`src/acs_defs.svh`:
```
// register map, field positions, reset values and timing counts of the converter control
`ifndef ACS_DEFS_SVH
`define ACS_DEFS_SVH
`define ACS_OFF_MODE0      8'h00
`define ACS_OFF_MODE1      8'h04
`define ACS_OFF_MODE2      8'h08
`define ACS_OFF_RESULT     8'h0C
`define ACS_OFF_RESULT_HI  8'h10
`define ACS_OFF_UPPER      8'h14
`define ACS_OFF_LOWER      8'h18
`define ACS_OFF_CHANNEL    8'h1C
`define ACS_OFF_TEST       8'h20
`define ACS_OFF_PER_EN     8'h24
`define ACS_M0_RUN         7
`define ACS_M0_OPMODE      6
`define ACS_M0_DIV_HI      5
`define ACS_M0_DIV_LO      3
`define ACS_M0_TIME_HI     2
`define ACS_M0_TIME_LO     1
`define ACS_M0_CMP_EN      0
`define ACS_M1_TRIG_HI     7
`define ACS_M1_TRIG_LO     6
`define ACS_M1_SCAN        5
`define ACS_M1_TSRC_HI     1
`define ACS_M1_TSRC_LO     0
`define ACS_M2_PREF_HI     7
`define ACS_M2_PREF_LO     6
`define ACS_M2_NREF        5
`define ACS_M2_RANGE       3
`define ACS_M2_SNOOZE      2
`define ACS_M2_RES8        0
`define ACS_PER_CLKEN      5
`define ACS_TRIG_SW        2'h0
`define ACS_TRIG_HW_NOWAIT 2'h2
`define ACS_TRIG_HW_WAIT   2'h3
`define ACS_UPPER_RESET    8'hFF
`define ACS_LOWER_RESET    8'h00
`define ACS_SRC_AMP_OUT    5'h08
`define ACS_SRC_TEST_NEG   5'h1A
`define ACS_SRC_TEST_POS   5'h1B
`define ACS_TEST_NEG       2'h2
`define ACS_TEST_POS       2'h3
`define ACS_SCAN_LAST      2'h3
`define ACS_STAB_TICKS     4'h8
`define ACS_SAMP_LV0       4'h7
`define ACS_SAMP_LV1       4'h5
`define ACS_SAMP_LV2       4'h3
`define ACS_SAMP_LV3       4'h2
`define ACS_MSB_INDEX      4'h9
`define ACS_LSB10_INDEX    4'h0
`define ACS_LSB8_INDEX     4'h2
`define ACS_JUSTIFY_PAD    6'h00
`endif

```
`src/acs_pkg.sv`:
```
// types shared by the converter control modules
`default_nettype none
package acs_pkg;
	typedef enum logic [1:0] {
		ACS_IDLE    = 2'b00,
		ACS_STANDBY = 2'b01,
		ACS_STAB    = 2'b10,
		ACS_CONV    = 2'b11
	} acs_seq_type;
	typedef enum logic [1:0] {
		ACS_SAR_IDLE = 2'b00,
		ACS_SAR_SAMP = 2'b01,
		ACS_SAR_BITS = 2'b10
	} acs_sar_type;
endpackage
`default_nettype wire

```
`src/acs_conv_if.sv`:
```
// link between the sequencer and the approximation core
`timescale 1ns/1ps
`default_nettype none
interface acs_conv_if;
	logic       start;
	logic       abort;
	logic       res8;
	logic [1:0] time_mode;
	logic [2:0] div_sel;
	logic       clk_en;
	logic       comp_high;
	logic       tick;
	logic       busy;
	logic       done;
	logic [9:0] code;
	logic [9:0] dac;
	modport seq  (output start, abort, res8, time_mode, div_sel, clk_en, comp_high,
		input tick, busy, done, code, dac);
	modport core (input start, abort, res8, time_mode, div_sel, clk_en, comp_high,
		output tick, busy, done, code, dac);
endinterface
`default_nettype wire

```
`src/acs_top.sv`:
```
// converter control: wishbone registers, channel sequencing, triggers, limits, result
// How it works
// - scan mode converts exactly four inputs, channels 0 to 3, unless the test register selects a test source.
// - select mode converts one source picked by the channel register.
// - conversion-end interrupt fires after every conversion that passes the limit check, also in scan.
// - result register written on completion, interrupt raised at the same clock edge.
// - result readable as 16-bit word or as 8-bit high byte.
// - resolution bit selects 8-bit or 10-bit conversion.
// - conversion clock is peripheral clock divided by three-bit select ratio.
// - operation mode bit picks one-shot/sequential; scan bit picks select/scan.
// - trigger mode field picks software or hardware; source field picks hardware trigger.
// - run bit gates conversion; comparator enable bit gates the comparator.
// - conversion-time field sets sampling length.
// - upper/lower limits; range bit chooses inside or outside for interrupt.
// - snooze bit lets conversions run while the cpu is stopped.
// - positive reference from two-bit select, negative from one bit.
// - test register two-bit field selects converter test source.
// - conversion clock runs only while the clock-enable bit is set.
// - clock-enable clear blocks writes to converter registers.
// - sequential mode keeps converting until software stops it; one-shot once.
// - 10-bit result sits left-justified in the 16-bit result word.
// - run bit reads as active during conversion, and during wait in wait mode.
//
// Decided for this implementation: the address map and the Wishbone register port.
`timescale 1ns/1ps
`default_nettype none
`include "acs_defs.svh"
module acs_top
	import acs_pkg::*;
(
	input  wire logic        ref_clk,
	input  wire logic        sys_rst,
	input  wire logic        wb_cyc_i,
	input  wire logic        wb_stb_i,
	input  wire logic        wb_we_i,
	input  wire logic [7:0]  wb_adr_i,
	input  wire logic [3:0]  wb_sel_i,
	input  wire logic [31:0] wb_dat_i,
	output logic      [31:0] wb_dat_o,
	output logic             wb_ack_o,
	input  wire logic [3:0]  hw_trig,
	input  wire logic        cpu_stopped,
	input  wire logic        comp_high,
	output logic      [9:0]  dac_code,
	output logic      [4:0]  src_sel,
	output logic      [1:0]  pos_ref_sel,
	output logic             neg_ref_sel,
	output logic             comparator_on,
	output logic             conv_end_irq
);
	acs_conv_if cif ();

	logic [7:0]  mode0, next_mode0;
	logic [7:0]  mode1, next_mode1;
	logic [7:0]  mode2, next_mode2;
	logic [7:0]  upper, next_upper;
	logic [7:0]  lower, next_lower;
	logic [4:0]  chan, next_chan;
	logic [1:0]  test, next_test;
	logic        per_en, next_per_en;
	logic [9:0]  result, next_result;
	logic [31:0] dat, next_dat;
	logic        ack, next_ack;
	logic        irq, next_irq;
	logic        start, next_start;
	logic [4:0]  src, next_src;
	logic [1:0]  idx, next_idx;
	logic [3:0]  stab, next_stab;
	acs_seq_type state, next_state;
	logic        req, wr, can_run, trig, in_range, abort;
	logic [1:0]  tmode;

	// source code for a conversion; test mode overrides the mux
	function automatic logic [4:0] pick_src(input logic scan, input logic [1:0] i,
		input logic [4:0] ch, input logic [1:0] tsel);
		if (tsel == `ACS_TEST_NEG) begin
			pick_src = `ACS_SRC_TEST_NEG;
		end else if (tsel == `ACS_TEST_POS) begin
			pick_src = `ACS_SRC_TEST_POS;
		end else if (scan) begin
			pick_src = {3'h0, i};
		end else begin
			pick_src = ch;
		end
	endfunction

	function automatic logic [31:0] read_word(input logic [7:0] a);
		case (a)
			`ACS_OFF_MODE0:     read_word = {24'h000000, mode0};
			`ACS_OFF_MODE1:     read_word = {24'h000000, mode1};
			`ACS_OFF_MODE2:     read_word = {24'h000000, mode2};
			`ACS_OFF_RESULT:    read_word = {16'h0000, result, `ACS_JUSTIFY_PAD};
			`ACS_OFF_RESULT_HI: read_word = {24'h000000, result[9:2]};
			`ACS_OFF_UPPER:     read_word = {24'h000000, upper};
			`ACS_OFF_LOWER:     read_word = {24'h000000, lower};
			`ACS_OFF_CHANNEL:   read_word = {27'h0000000, chan};
			`ACS_OFF_TEST:      read_word = {30'h00000000, test};
			`ACS_OFF_PER_EN:    read_word = {26'h0000000, per_en, 5'h00};
			default:            read_word = 32'h00000000;
		endcase
	endfunction

	always_comb begin
		next_mode0  = mode0;
		next_mode1  = mode1;
		next_mode2  = mode2;
		next_upper  = upper;
		next_lower  = lower;
		next_chan   = chan;
		next_test   = test;
		next_per_en = per_en;
		next_result = result;
		next_dat    = dat;
		next_irq    = 1'b0;
		next_start  = 1'b0;
		next_src    = src;
		next_idx    = idx;
		next_stab   = stab;
		next_state  = state;
		abort       = 1'b0;
		req         = wb_cyc_i && wb_stb_i && !ack;
		next_ack    = req;
		// write lands at the edge where the master sees ack, not at the request edge
		wr          = wb_cyc_i && wb_stb_i && ack && wb_we_i && wb_sel_i[0];
		tmode       = mode1[`ACS_M1_TRIG_HI:`ACS_M1_TRIG_LO];
		trig        = hw_trig[mode1[`ACS_M1_TSRC_HI:`ACS_M1_TSRC_LO]];
		can_run     = per_en && mode0[`ACS_M0_CMP_EN]
			&& (!cpu_stopped || mode2[`ACS_M2_SNOOZE]);
		in_range    = (lower <= cif.code[9:2]) && (cif.code[9:2] <= upper);
		if (req) begin
			next_dat = read_word(wb_adr_i);
		end
		// sequencer; a software write below may still override the run bit
		case (state)
			ACS_IDLE: begin
				if (tmode == `ACS_TRIG_HW_WAIT) begin
					if (trig && can_run) begin
						next_mode0[`ACS_M0_RUN] = 1'b1;
						next_stab  = `ACS_STAB_TICKS;
						next_state = ACS_STAB;
					end
				end else if (mode0[`ACS_M0_RUN] && can_run) begin
					next_idx = 2'h0;
					if (tmode == `ACS_TRIG_HW_NOWAIT) begin
						next_state = ACS_STANDBY;
					end else begin
						next_start = 1'b1;
						next_src   = pick_src(mode1[`ACS_M1_SCAN], 2'h0, chan, test);
						next_state = ACS_CONV;
					end
				end
			end
			ACS_STANDBY: begin
				if (trig) begin
					next_start = 1'b1;
					next_src   = pick_src(mode1[`ACS_M1_SCAN], idx, chan, test);
					next_state = ACS_CONV;
				end
			end
			ACS_STAB: begin
				// power settle wait counted in conversion clocks
				if (cif.tick && stab == 4'h1) begin
					next_idx   = 2'h0;
					next_start = 1'b1;
					next_src   = pick_src(mode1[`ACS_M1_SCAN], 2'h0, chan, test);
					next_state = ACS_CONV;
				end else if (cif.tick) begin
					next_stab = stab - 4'h1;
				end
			end
			ACS_CONV: begin
				if (cif.done) begin
					next_result = cif.code;
					// only one result holds; an unread one is simply replaced
					next_irq = mode2[`ACS_M2_RANGE] ? !in_range : in_range;
					if (mode1[`ACS_M1_SCAN] && idx != `ACS_SCAN_LAST) begin
						next_idx   = idx + 2'h1;
						next_start = 1'b1;
						next_src   = pick_src(1'b1, idx + 2'h1, chan, test);
					end else if (mode0[`ACS_M0_OPMODE]) begin
						next_idx   = 2'h0;
						next_start = 1'b1;
						next_src   = pick_src(mode1[`ACS_M1_SCAN], 2'h0, chan, test);
					end else if (tmode == `ACS_TRIG_HW_NOWAIT) begin
						next_idx   = 2'h0;
						next_state = ACS_STANDBY;
					end else begin
						next_mode0[`ACS_M0_RUN] = 1'b0;
						next_state = ACS_IDLE;
					end
				end
			end
			default: next_state = ACS_IDLE;
		endcase
		if (state != ACS_IDLE && (!mode0[`ACS_M0_RUN] || !can_run)) begin
			abort      = 1'b1;
			next_start = 1'b0;
			next_state = ACS_IDLE;
		end
		if (wr && wb_adr_i == `ACS_OFF_PER_EN) begin
			next_per_en = wb_dat_i[`ACS_PER_CLKEN];
		end else if (wr && per_en) begin
			case (wb_adr_i)
				`ACS_OFF_MODE0: next_mode0 = wb_dat_i[7:0];
				`ACS_OFF_MODE1: next_mode1 = wb_dat_i[7:0];
				`ACS_OFF_MODE2: next_mode2 = wb_dat_i[7:0];
				`ACS_OFF_UPPER: next_upper = wb_dat_i[7:0];
				`ACS_OFF_LOWER: next_lower = wb_dat_i[7:0];
				`ACS_OFF_CHANNEL: next_chan = wb_dat_i[4:0];
				`ACS_OFF_TEST:  next_test  = wb_dat_i[1:0];
				default: next_per_en = per_en;
			endcase
		end
	end

	always_ff @(posedge ref_clk or posedge sys_rst) begin
		if (sys_rst) begin
			mode0  <= 8'h00;
			mode1  <= 8'h00;
			mode2  <= 8'h00;
			upper  <= `ACS_UPPER_RESET;
			lower  <= `ACS_LOWER_RESET;
			chan   <= 5'h00;
			test   <= 2'h0;
			per_en <= 1'b0;
			result <= 10'h000;
			dat    <= 32'h00000000;
			ack    <= 1'b0;
			irq    <= 1'b0;
			start  <= 1'b0;
			src    <= 5'h00;
			idx    <= 2'h0;
			stab   <= 4'h0;
			state  <= ACS_IDLE;
		end else begin
			mode0  <= next_mode0;
			mode1  <= next_mode1;
			mode2  <= next_mode2;
			upper  <= next_upper;
			lower  <= next_lower;
			chan   <= next_chan;
			test   <= next_test;
			per_en <= next_per_en;
			result <= next_result;
			dat    <= next_dat;
			ack    <= next_ack;
			irq    <= next_irq;
			start  <= next_start;
			src    <= next_src;
			idx    <= next_idx;
			stab   <= next_stab;
			state  <= next_state;
		end
	end

	assign cif.start     = start;
	assign cif.abort     = abort;
	assign cif.res8      = mode2[`ACS_M2_RES8];
	assign cif.time_mode = mode0[`ACS_M0_TIME_HI:`ACS_M0_TIME_LO];
	assign cif.div_sel   = mode0[`ACS_M0_DIV_HI:`ACS_M0_DIV_LO];
	assign cif.clk_en    = per_en;
	assign cif.comp_high = comp_high;

	acs_sar_core u_core (
		.ref_clk (ref_clk),
		.sys_rst (sys_rst),
		.cif     (cif)
	);

	assign wb_dat_o      = dat;
	assign wb_ack_o      = ack;
	assign dac_code      = cif.dac;
	assign src_sel       = src;
	assign pos_ref_sel   = mode2[`ACS_M2_PREF_HI:`ACS_M2_PREF_LO];
	assign neg_ref_sel   = mode2[`ACS_M2_NREF];
	assign comparator_on = mode0[`ACS_M0_CMP_EN];
	assign conv_end_irq  = irq;
endmodule
`default_nettype wire

```
`src/acs_sar_core.sv`:
```
// conversion clock divider and successive-approximation engine
`timescale 1ns/1ps
`default_nettype none
`include "acs_defs.svh"
module acs_sar_core
	import acs_pkg::*;
(
	input  wire logic ref_clk,
	input  wire logic sys_rst,
	acs_conv_if.core  cif
);
	logic [5:0]  div_cnt, next_div_cnt;
	logic        tick, next_tick;
	acs_sar_type state, next_state;
	logic [3:0]  samp_cnt, next_samp_cnt;
	logic [3:0]  bitn, next_bitn;
	logic        res8, next_res8;
	logic [9:0]  code, next_code;
	logic [9:0]  dac, next_dac;
	logic        done, next_done;
	logic [9:0]  kept;

	// divide ratios 64,32,16,8,6,5,4,2 as terminal counts
	function automatic logic [5:0] div_last(input logic [2:0] sel);
		case (sel)
			3'h0: div_last = 6'h3F;
			3'h1: div_last = 6'h1F;
			3'h2: div_last = 6'h0F;
			3'h3: div_last = 6'h07;
			3'h4: div_last = 6'h05;
			3'h5: div_last = 6'h04;
			3'h6: div_last = 6'h03;
			default: div_last = 6'h01;
		endcase
	endfunction

	function automatic logic [9:0] bit_mask(input logic [3:0] n);
		bit_mask = 10'(10'h001 << n);
	endfunction

	always_comb begin
		next_div_cnt  = div_cnt;
		next_tick     = 1'b0;
		next_state    = state;
		next_samp_cnt = samp_cnt;
		next_bitn     = bitn;
		next_res8     = res8;
		next_code     = code;
		next_dac      = dac;
		next_done     = 1'b0;
		kept          = cif.comp_high ? dac : (dac & ~bit_mask(bitn));
		// gated clock: no tick at all while supply is off
		if (!cif.clk_en) begin
			next_div_cnt = 6'h00;
		end else if (div_cnt >= div_last(cif.div_sel)) begin
			next_div_cnt = 6'h00;
			next_tick    = 1'b1;
		end else begin
			next_div_cnt = div_cnt + 6'h01;
		end
		case (state)
			ACS_SAR_IDLE: begin
				if (cif.start) begin
					next_state = ACS_SAR_SAMP;
					next_res8  = cif.res8;
					case (cif.time_mode)
						2'h0: next_samp_cnt = `ACS_SAMP_LV0;
						2'h1: next_samp_cnt = `ACS_SAMP_LV1;
						2'h2: next_samp_cnt = `ACS_SAMP_LV2;
						default: next_samp_cnt = `ACS_SAMP_LV3;
					endcase
				end
			end
			ACS_SAR_SAMP: begin
				if (tick && samp_cnt == 4'h0) begin
					next_state = ACS_SAR_BITS;
					next_bitn  = `ACS_MSB_INDEX;
					next_dac   = bit_mask(`ACS_MSB_INDEX);
				end else if (tick) begin
					next_samp_cnt = samp_cnt - 4'h1;
				end
			end
			ACS_SAR_BITS: begin
				if (tick && bitn == (res8 ? `ACS_LSB8_INDEX : `ACS_LSB10_INDEX)) begin
					next_code  = kept;
					next_dac   = kept;
					next_done  = 1'b1;
					next_state = ACS_SAR_IDLE;
				end else if (tick) begin
					next_bitn = bitn - 4'h1;
					next_dac  = kept | bit_mask(bitn - 4'h1);
				end
			end
			default: next_state = ACS_SAR_IDLE;
		endcase
		if (cif.abort) begin
			next_state = ACS_SAR_IDLE;
		end
	end

	always_ff @(posedge ref_clk or posedge sys_rst) begin
		if (sys_rst) begin
			div_cnt  <= 6'h00;
			tick     <= 1'b0;
			state    <= ACS_SAR_IDLE;
			samp_cnt <= 4'h0;
			bitn     <= 4'h0;
			res8     <= 1'b0;
			code     <= 10'h000;
			dac      <= 10'h000;
			done     <= 1'b0;
		end else begin
			div_cnt  <= next_div_cnt;
			tick     <= next_tick;
			state    <= next_state;
			samp_cnt <= next_samp_cnt;
			bitn     <= next_bitn;
			res8     <= next_res8;
			code     <= next_code;
			dac      <= next_dac;
			done     <= next_done;
		end
	end

	assign cif.tick = tick;
	assign cif.busy = (state != ACS_SAR_IDLE);
	assign cif.done = done;
	assign cif.code = code;
	assign cif.dac  = dac;
endmodule
`default_nettype wire

```
`config.mk`:
```
export PLATFORM = sky130hd
export DESIGN_NAME = acs_top
export DESIGN_NICKNAME = d
export VERILOG_FILES = /design/src/acs_pkg.sv /design/src/acs_conv_if.sv /design/src/acs_top.sv /design/src/acs_sar_core.sv
export VERILOG_INCLUDE_DIRS = /design/src
export SDC_FILE = /design/constraint.sdc
export NUM_CORES = 1
export LEC_CHECK = 0
export BUFFER_PORTS_ARGS = -buffer_cell sky130_fd_sc_hd__buf_4
export CORE_ASPECT_RATIO = 0.9
export CORE_MARGIN = 4
export CORE_UTILIZATION = 45
export DETAILED_ROUTE_END_ITERATION = 10
export HOLD_SLACK_MARGIN = 0.1
export PLACE_DENSITY = 0.65
export SYNTH_ARGS = -nofsm -noshare
export SYNTH_HDL_FRONTEND = slang
export SYNTH_HIERARCHICAL = 1
export SYNTH_SLANG_ARGS = --single-unit
```
`constraint.sdc`:
```
create_clock -name ref_clk -period 2.85 [get_ports ref_clk]
set_input_delay 0.1425 -clock ref_clk [delete_from_list [all_inputs] [get_ports ref_clk]]
set_output_delay 0.1425 -clock ref_clk [all_outputs]
set_load 0.1 [all_outputs]
```
; Word level (Yosys, flattened, before mapping)
; Cells that the tools add are included.
[word_totals]
output_inout_bits = 53
reg_bits = 145
[op_classes]
n_lt_le_gt_ge = 4
shifts = 2
n_eq_ne = 58
add_sub_neg = 5
n_bitwise = 4
reduce_logical = 53
n_mux = 97
[op_table]
columns = operator, count
row1 = 16-bit one-hot mux with 10 select lines, 1
row2 = 5-bit two-way mux, 16
row3 = 2-bit two-way mux, 22
row4 = 6-bit one-hot mux with 7 select lines, 1
row5 = 10-bit two-way mux, 4
row6 = 4-bit two-way mux, 10
row7 = 8-bit by 5-bit equality test with 1-bit output (second input constant), 4
row8 = 3-bit AND reduction, 9
row9 = 1-bit two-way mux, 25
row10 = 8-bit two-way mux, 3
row11 = 2-bit != test (second input constant), 12
row12 = 4-bit one-hot mux with 2 select lines, 3
row13 = 10-bit one-hot mux with 2 select lines, 1
row14 = 5-bit one-hot mux with 4 select lines, 1
row15 = 1-bit by 4-bit left shift with 10-bit output (first input constant), 2
row16 = 6-bit two-way mux, 3
row17 = 3-bit != test (second input constant), 6
row18 = 1-bit logical AND, 17
row19 = 2-bit equality test (second input constant), 8
row20 = 8-bit by 4-bit equality test with 1-bit output (second input constant), 2
row21 = 8-bit by 6-bit equality test with 1-bit output (second input constant), 2
row22 = 8-bit less-or-equal comparator, 2
row23 = 7-bit AND reduction, 2
row24 = 4-bit != test (second input constant), 3
row25 = 37 further kinds, 64

; Longest topological paths before layout
[logic_depth]
word_depth = 10
mapped_depth = 8
mapped_depth_nobuf = 7

; Cells and area by module
; The synthesis kept the hierarchy.
[modules_own_cells]
columns = module, area_each_um2, instances, seq_area_each_um2, cells_per_inst
row1 = acs_top, 5053.6, 1, 2262.2, 471
row2 = acs_sar_core, 2198.4, 1, 975.9, 237

; Worst setup path after synthesis
; Ideal clock, no wire load.
[synth_path]
path_type = register -> register
startpoint = register ack, in the netlist wb_ack_o
endpoint = register lower[0]
path_slack_ps = 221
arrival_ps = 2504
stages_incl_launch_ff = 7
required_time_ps = 2725
n_path_buf = 1
path_cell_list = dfrtp_1 > nand2_1 > or3_1 > buf_6 > or2_4 > nor3_4 > mux2_2
[synth_via]
elab_chain_len = 6
[synth_lines]
columns = item, line
row1 = from (decl), acs_top.sv:63  ; logic ack, next_ack;
row2 = from (signal assigned), acs_top.sv:246  ; ack <= next_ack;
row3 = 1-bit logical AND (*) (3 in a row), acs_top.sv:124  ; wr = wb_cyc_i && wb_stb_i && ack && wb_we_i && wb_sel_i[0];
row4 = 1-bit logical AND (no source line), --
row5 = 1-bit NOT (no source line), --
row6 = 3-bit AND reduction (no source line) (*), --
row7 = to (signal assigned), acs_top.sv:222  ; lower <= `ACS_LOWER_RESET;
row8 = to (signal assigned), acs_top.sv:240  ; lower <= next_lower;
row9 = to (decl), acs_top.sv:57  ; logic [7:0] lower, next_lower;
; Every way passes the cells marked *; elsewhere a longest branch is shown, timed or not.
; A chain may end at the register's enable or synchronous reset.

==> summary.txt <==
Global route
  • Global-route usage over all layers: 0.2013
  • First-pass GRT wire length: slightly below 30 mm
  • Largest net degree at the start of global routing: 57
  • Initial antenna violation count: 0
  • Grt total ovfl: 0
  • Vias in the first global route: 5,546

Status
  • Outcome: finished clean

Logic synthesis
  • Flop and latch count out of synthesis: 129
  • Top FF cell, synth: dfrtp_1
  • Number of synthesized flops with an enable pin: 0
  • Avg Inst Size Synth: 10.24 um2
  • Netlist cell types: 74
  • Synth warn: 6
  • Synth Instances: 708
  • Async S/R FF share, synth: 1.000
  • Cell Area, Synth: slightly above 7000 um2
  • Register area share after synthesis: 0.4465

Critical path
  • Worst setup EP type: flip-flop
  • Critical Path RT: about 3.1 ns
  • Max Fanout on Critical Path: 11
  • Crit Path Category: flip-flop to flip-flop
  • CP arrival: 2.57 ns
  • CP Launch Type: flip-flop

Pwr
  • Clock power share: 0.431
  • Sequential power share: 0.425
  • NetSw: 0.001307 W
  • Combinational power share: 0.144
  • Leak pwr: 4.093 nW
  • Worst-case vdd ir drop: 0.4712 mV
  • Sw Ratio: 0.2805
  • Power Density: ~550 nW/um2
  • Int Power: 0.003353 W

Placement
  • Global placer's final weighted congestion: 0.8802
  • Port bufs: 64
  • Hpwl dp: ~13 mm

Route
  • Post-DR wirelength/cell: 18.00 um
  • Final ANT Viol Nets: 0
  • Via count: 5,627
  • Overall routed net length: 17.85 mm
  • Via-to-Cell Ratio: 5.672
  • DRC: 0
  • Iteration-0 DRC Markers: approximately 370
  • DR pass1 iterations: 5

Timing
  • Endpoints failing setup: 0
  • Max-slew violation total from the final report: 0
  • Slew @ Worst Pin: 0.7781 ns
  • RSZ-0062 raised after global routing: false
  • Hold Violations, Final: 0
  • Setup_tns: 0 ns
  • Slew headroom: 0.4789
  • Tcrit/Tclk final: 0.7975
  • Min cycle time layout: 2.273 ns
  • Max frequency: 440.0 MHz
  • Clk_skew: 0.007154 ns

Final layout
  • Final #Nets: 872
  • Fillers: 1,387
  • N_diodes: 0
  • Post-layout util: 0.5435
  • Share of cells above drive strength 1: 0.2443
  • P&R area growth vs syn: 16.93%
  • Most frequent cells in the layout: 121 x dfrtp_1, 74 x nand2_1, 69 x buf_4, 59 x o21ai_0, 57 x mux2_2
  • Most common cell after layout, fill and taps aside: dfrtp_1

Hold path
  • Worst hold path type: input port to flip-flop

Floorplanning
  • Core ar.: 15,600 um2
  • Top-level I/O count: 108
  • Initial cell density of the core: 0.4648
  • Chip width: 141.8 um
  • DIE HEIGHT: 128.4 um
  • Cell Rows: 43
  • Die area: 18,210 um2

Clocking
  • CTS root buffer: clkbuf_16
  • Clock transition at the registers of the reported paths: 0.06 ns
  • # clock sinks: 129
  • TritonCTS Buffers: 17
  • # hold bufs at CTS: 9
  • CTS resizes: 0
  • Setup bufs post-CTS: 0
  • CTS tree: built
  • Worst skew pair latency: approximately 0.42 ns
  • CTS H-tree lvls: 4
  • Clock Path Buffers: 2

Run
  • Max Cap Violations: 0
-- final timing paths --
| path | start | to | slack (ns) | depth (start not counted) |
|---|---|---|---|---|
| worst min-delay path | wb_we_i | cif.clk_en | 0.14 | 5 |
| worst max register to register | u_core/cif.tick | state[0] | 0.58 | 5 |
| worst min register to register | u_core/cif.code[1] | u_core/cif.code[1] | 0.48 | 2 |
| max in group asynchronous | sys_rst | upper[7] | 1.71 | 4 |
| min in group asynchronous | sys_rst | mode0[1] | 0.35 | 3 |
| worst max-delay path | u_core/cif.tick | state[0] | 0.58 | 5 |
-- cell type report --
cell class,instances,area (um2),area share
multi-input combinational,493,3595,0.4239
sequential,129,3238,0.3819
timing repair buffer,79,628.1,0.07407
clock buffer,28,526.8,0.06212
tap,202,252.7,0.02981
inverter,57,215.2,0.02538
clock inverter,4,23.77,0.002804
-- metrics by stage --
| stage | total power (W) | setup slack [ns] | cell area, um2 | hold WS (ns) | instances |
|---|---|---|---|---|---|
| after floorplan | 0.002516 | 0.2213 | 7308 | 0.2593 | 723 |
| final | 0.004661 | 0.5771 | 8479 | 0.1417 | 992 |
| after CTS | 0.004694 | 0.6359 | 8479 | 0.1278 | 992 |
| after global placement | 0.002648 | 0.6589 | 7839 | 0.2674 | 951 |
| after detailed placement | 0.002670 | 0.6460 | 7839 | 0.2721 | 951 |
| after global routing | 0.004846 | 0.3706 | 8479 | 0.2190 | 992 |
-- logic make-up (layout without fill, tap and decap cells) --
| group | after synthesis | count (layout) | synth area share |
|---|---|---|---|
| adders and majority gates | 40 | 40 | 0.06901 |
| muxes | 72 | 72 | 0.1178 |
| buffers and inverters | 101 | 168 | 0.06556 |
| other | 1 | 16 | 0.0005171 |
| DFF | 129 | 129 | 0.4465 |
| and+or+nand+nor | 192 | 192 | 0.1425 |
| xor gates and xnor gates | 5 | 5 | 0.006040 |
| AOI/OAI and AO/OA | 168 | 168 | 0.1520 |
-- power groups by stage --
stage / registers, W / logic, W / clock network (W)
after floorplan: 0.00211 / 0.000408 / 0
after global routing: 0.00199 / 0.000729 / 0.00213
after detailed placement: 0.00201 / 0.000661 / 0
after global placement: 0.00200 / 0.000643 / 0
after CTS: 0.00198 / 0.000673 / 0.00204
final: 0.00198 / 0.000671 / 0.00201
-- registers in the layout, indices dropped and copies added (netlist names), 5 cells and up --
| signal | cells |
|---|---|
| mode1 | 8 |
| mode0 | 8 |
| result | 10 |
| lower | 8 |
| upper | 8 |
| mode2 | 8 |
| u_core/cif.code | 10 |
| src_sel | 5 |
| u_core/div_cnt | 6 |
| wb_dat_o | 16 |
| chan | 5 |
| u_core/cif.dac | 10 |
-- per-layer routing --
layer	vias up	GRT usage	share of wire
met5	-	0	0
met2	176	0.3224	0.47
li1	2646	-	-
met4	0	0.07901	0.030
met1	2767	0.2670	0.45
met3	38	0.04682	0.055
-- synthesized netlist by cell type (3+ instances only) --
cell | n | area share
dfrtp_1 | 121 | 0.42
nand2_1 | 74 | 0.038
o21ai_0 | 59 | 0.041
inv_1 | 57 | 0.030
mux2_2 | 57 | 0.089
ha_1 | 40 | 0.069
a21oi_1 | 26 | 0.018
nor2_1 | 26 | 0.013
buf_4 | 18 | 0.019
nand3_1 | 17 | 0.012
clkbuf_1 | 14 | 0.0072
a22o_1 | 11 | 0.013
mux2i_1 | 10 | 0.014
a22oi_1 | 9 | 0.0093
a31oi_1 | 8 | 0.0069
dfstp_2 | 8 | 0.029
nand2b_1 | 8 | 0.0069
nand4_1 | 8 | 0.0069
o211ai_1 | 8 | 0.0083
nor2b_1 | 7 | 0.0060
nor3_1 | 7 | 0.0048
or2_2 | 7 | 0.0060
nor4_1 | 6 | 0.0052
and2_1 | 5 | 0.0043
mux4_2 | 5 | 0.016
o22ai_1 | 5 | 0.0043
buf_1 | 4 | 0.0021
buf_2 | 4 | 0.0028
nor3b_1 | 4 | 0.0041
a21bo_2 | 3 | 0.0041
a221oi_1 | 3 | 0.0036
and3_1 | 3 | 0.0026
buf_6 | 3 | 0.0047
nand3b_1 | 3 | 0.0031
o2bb2ai_1 | 3 | 0.0036
xnor2_1 | 3 | 0.0036
-- critical path, stage by stage, from the launching register on --
cell	delay (ns)
dfrtp_1	0.56
nor4bb_1	0.59
o221ai_1	0.26
a221oi_1	0.38
a2bb2oi_1	0.24
o22ai_1	0.12
No activity file was read; power rests on OpenSTA's default activity.
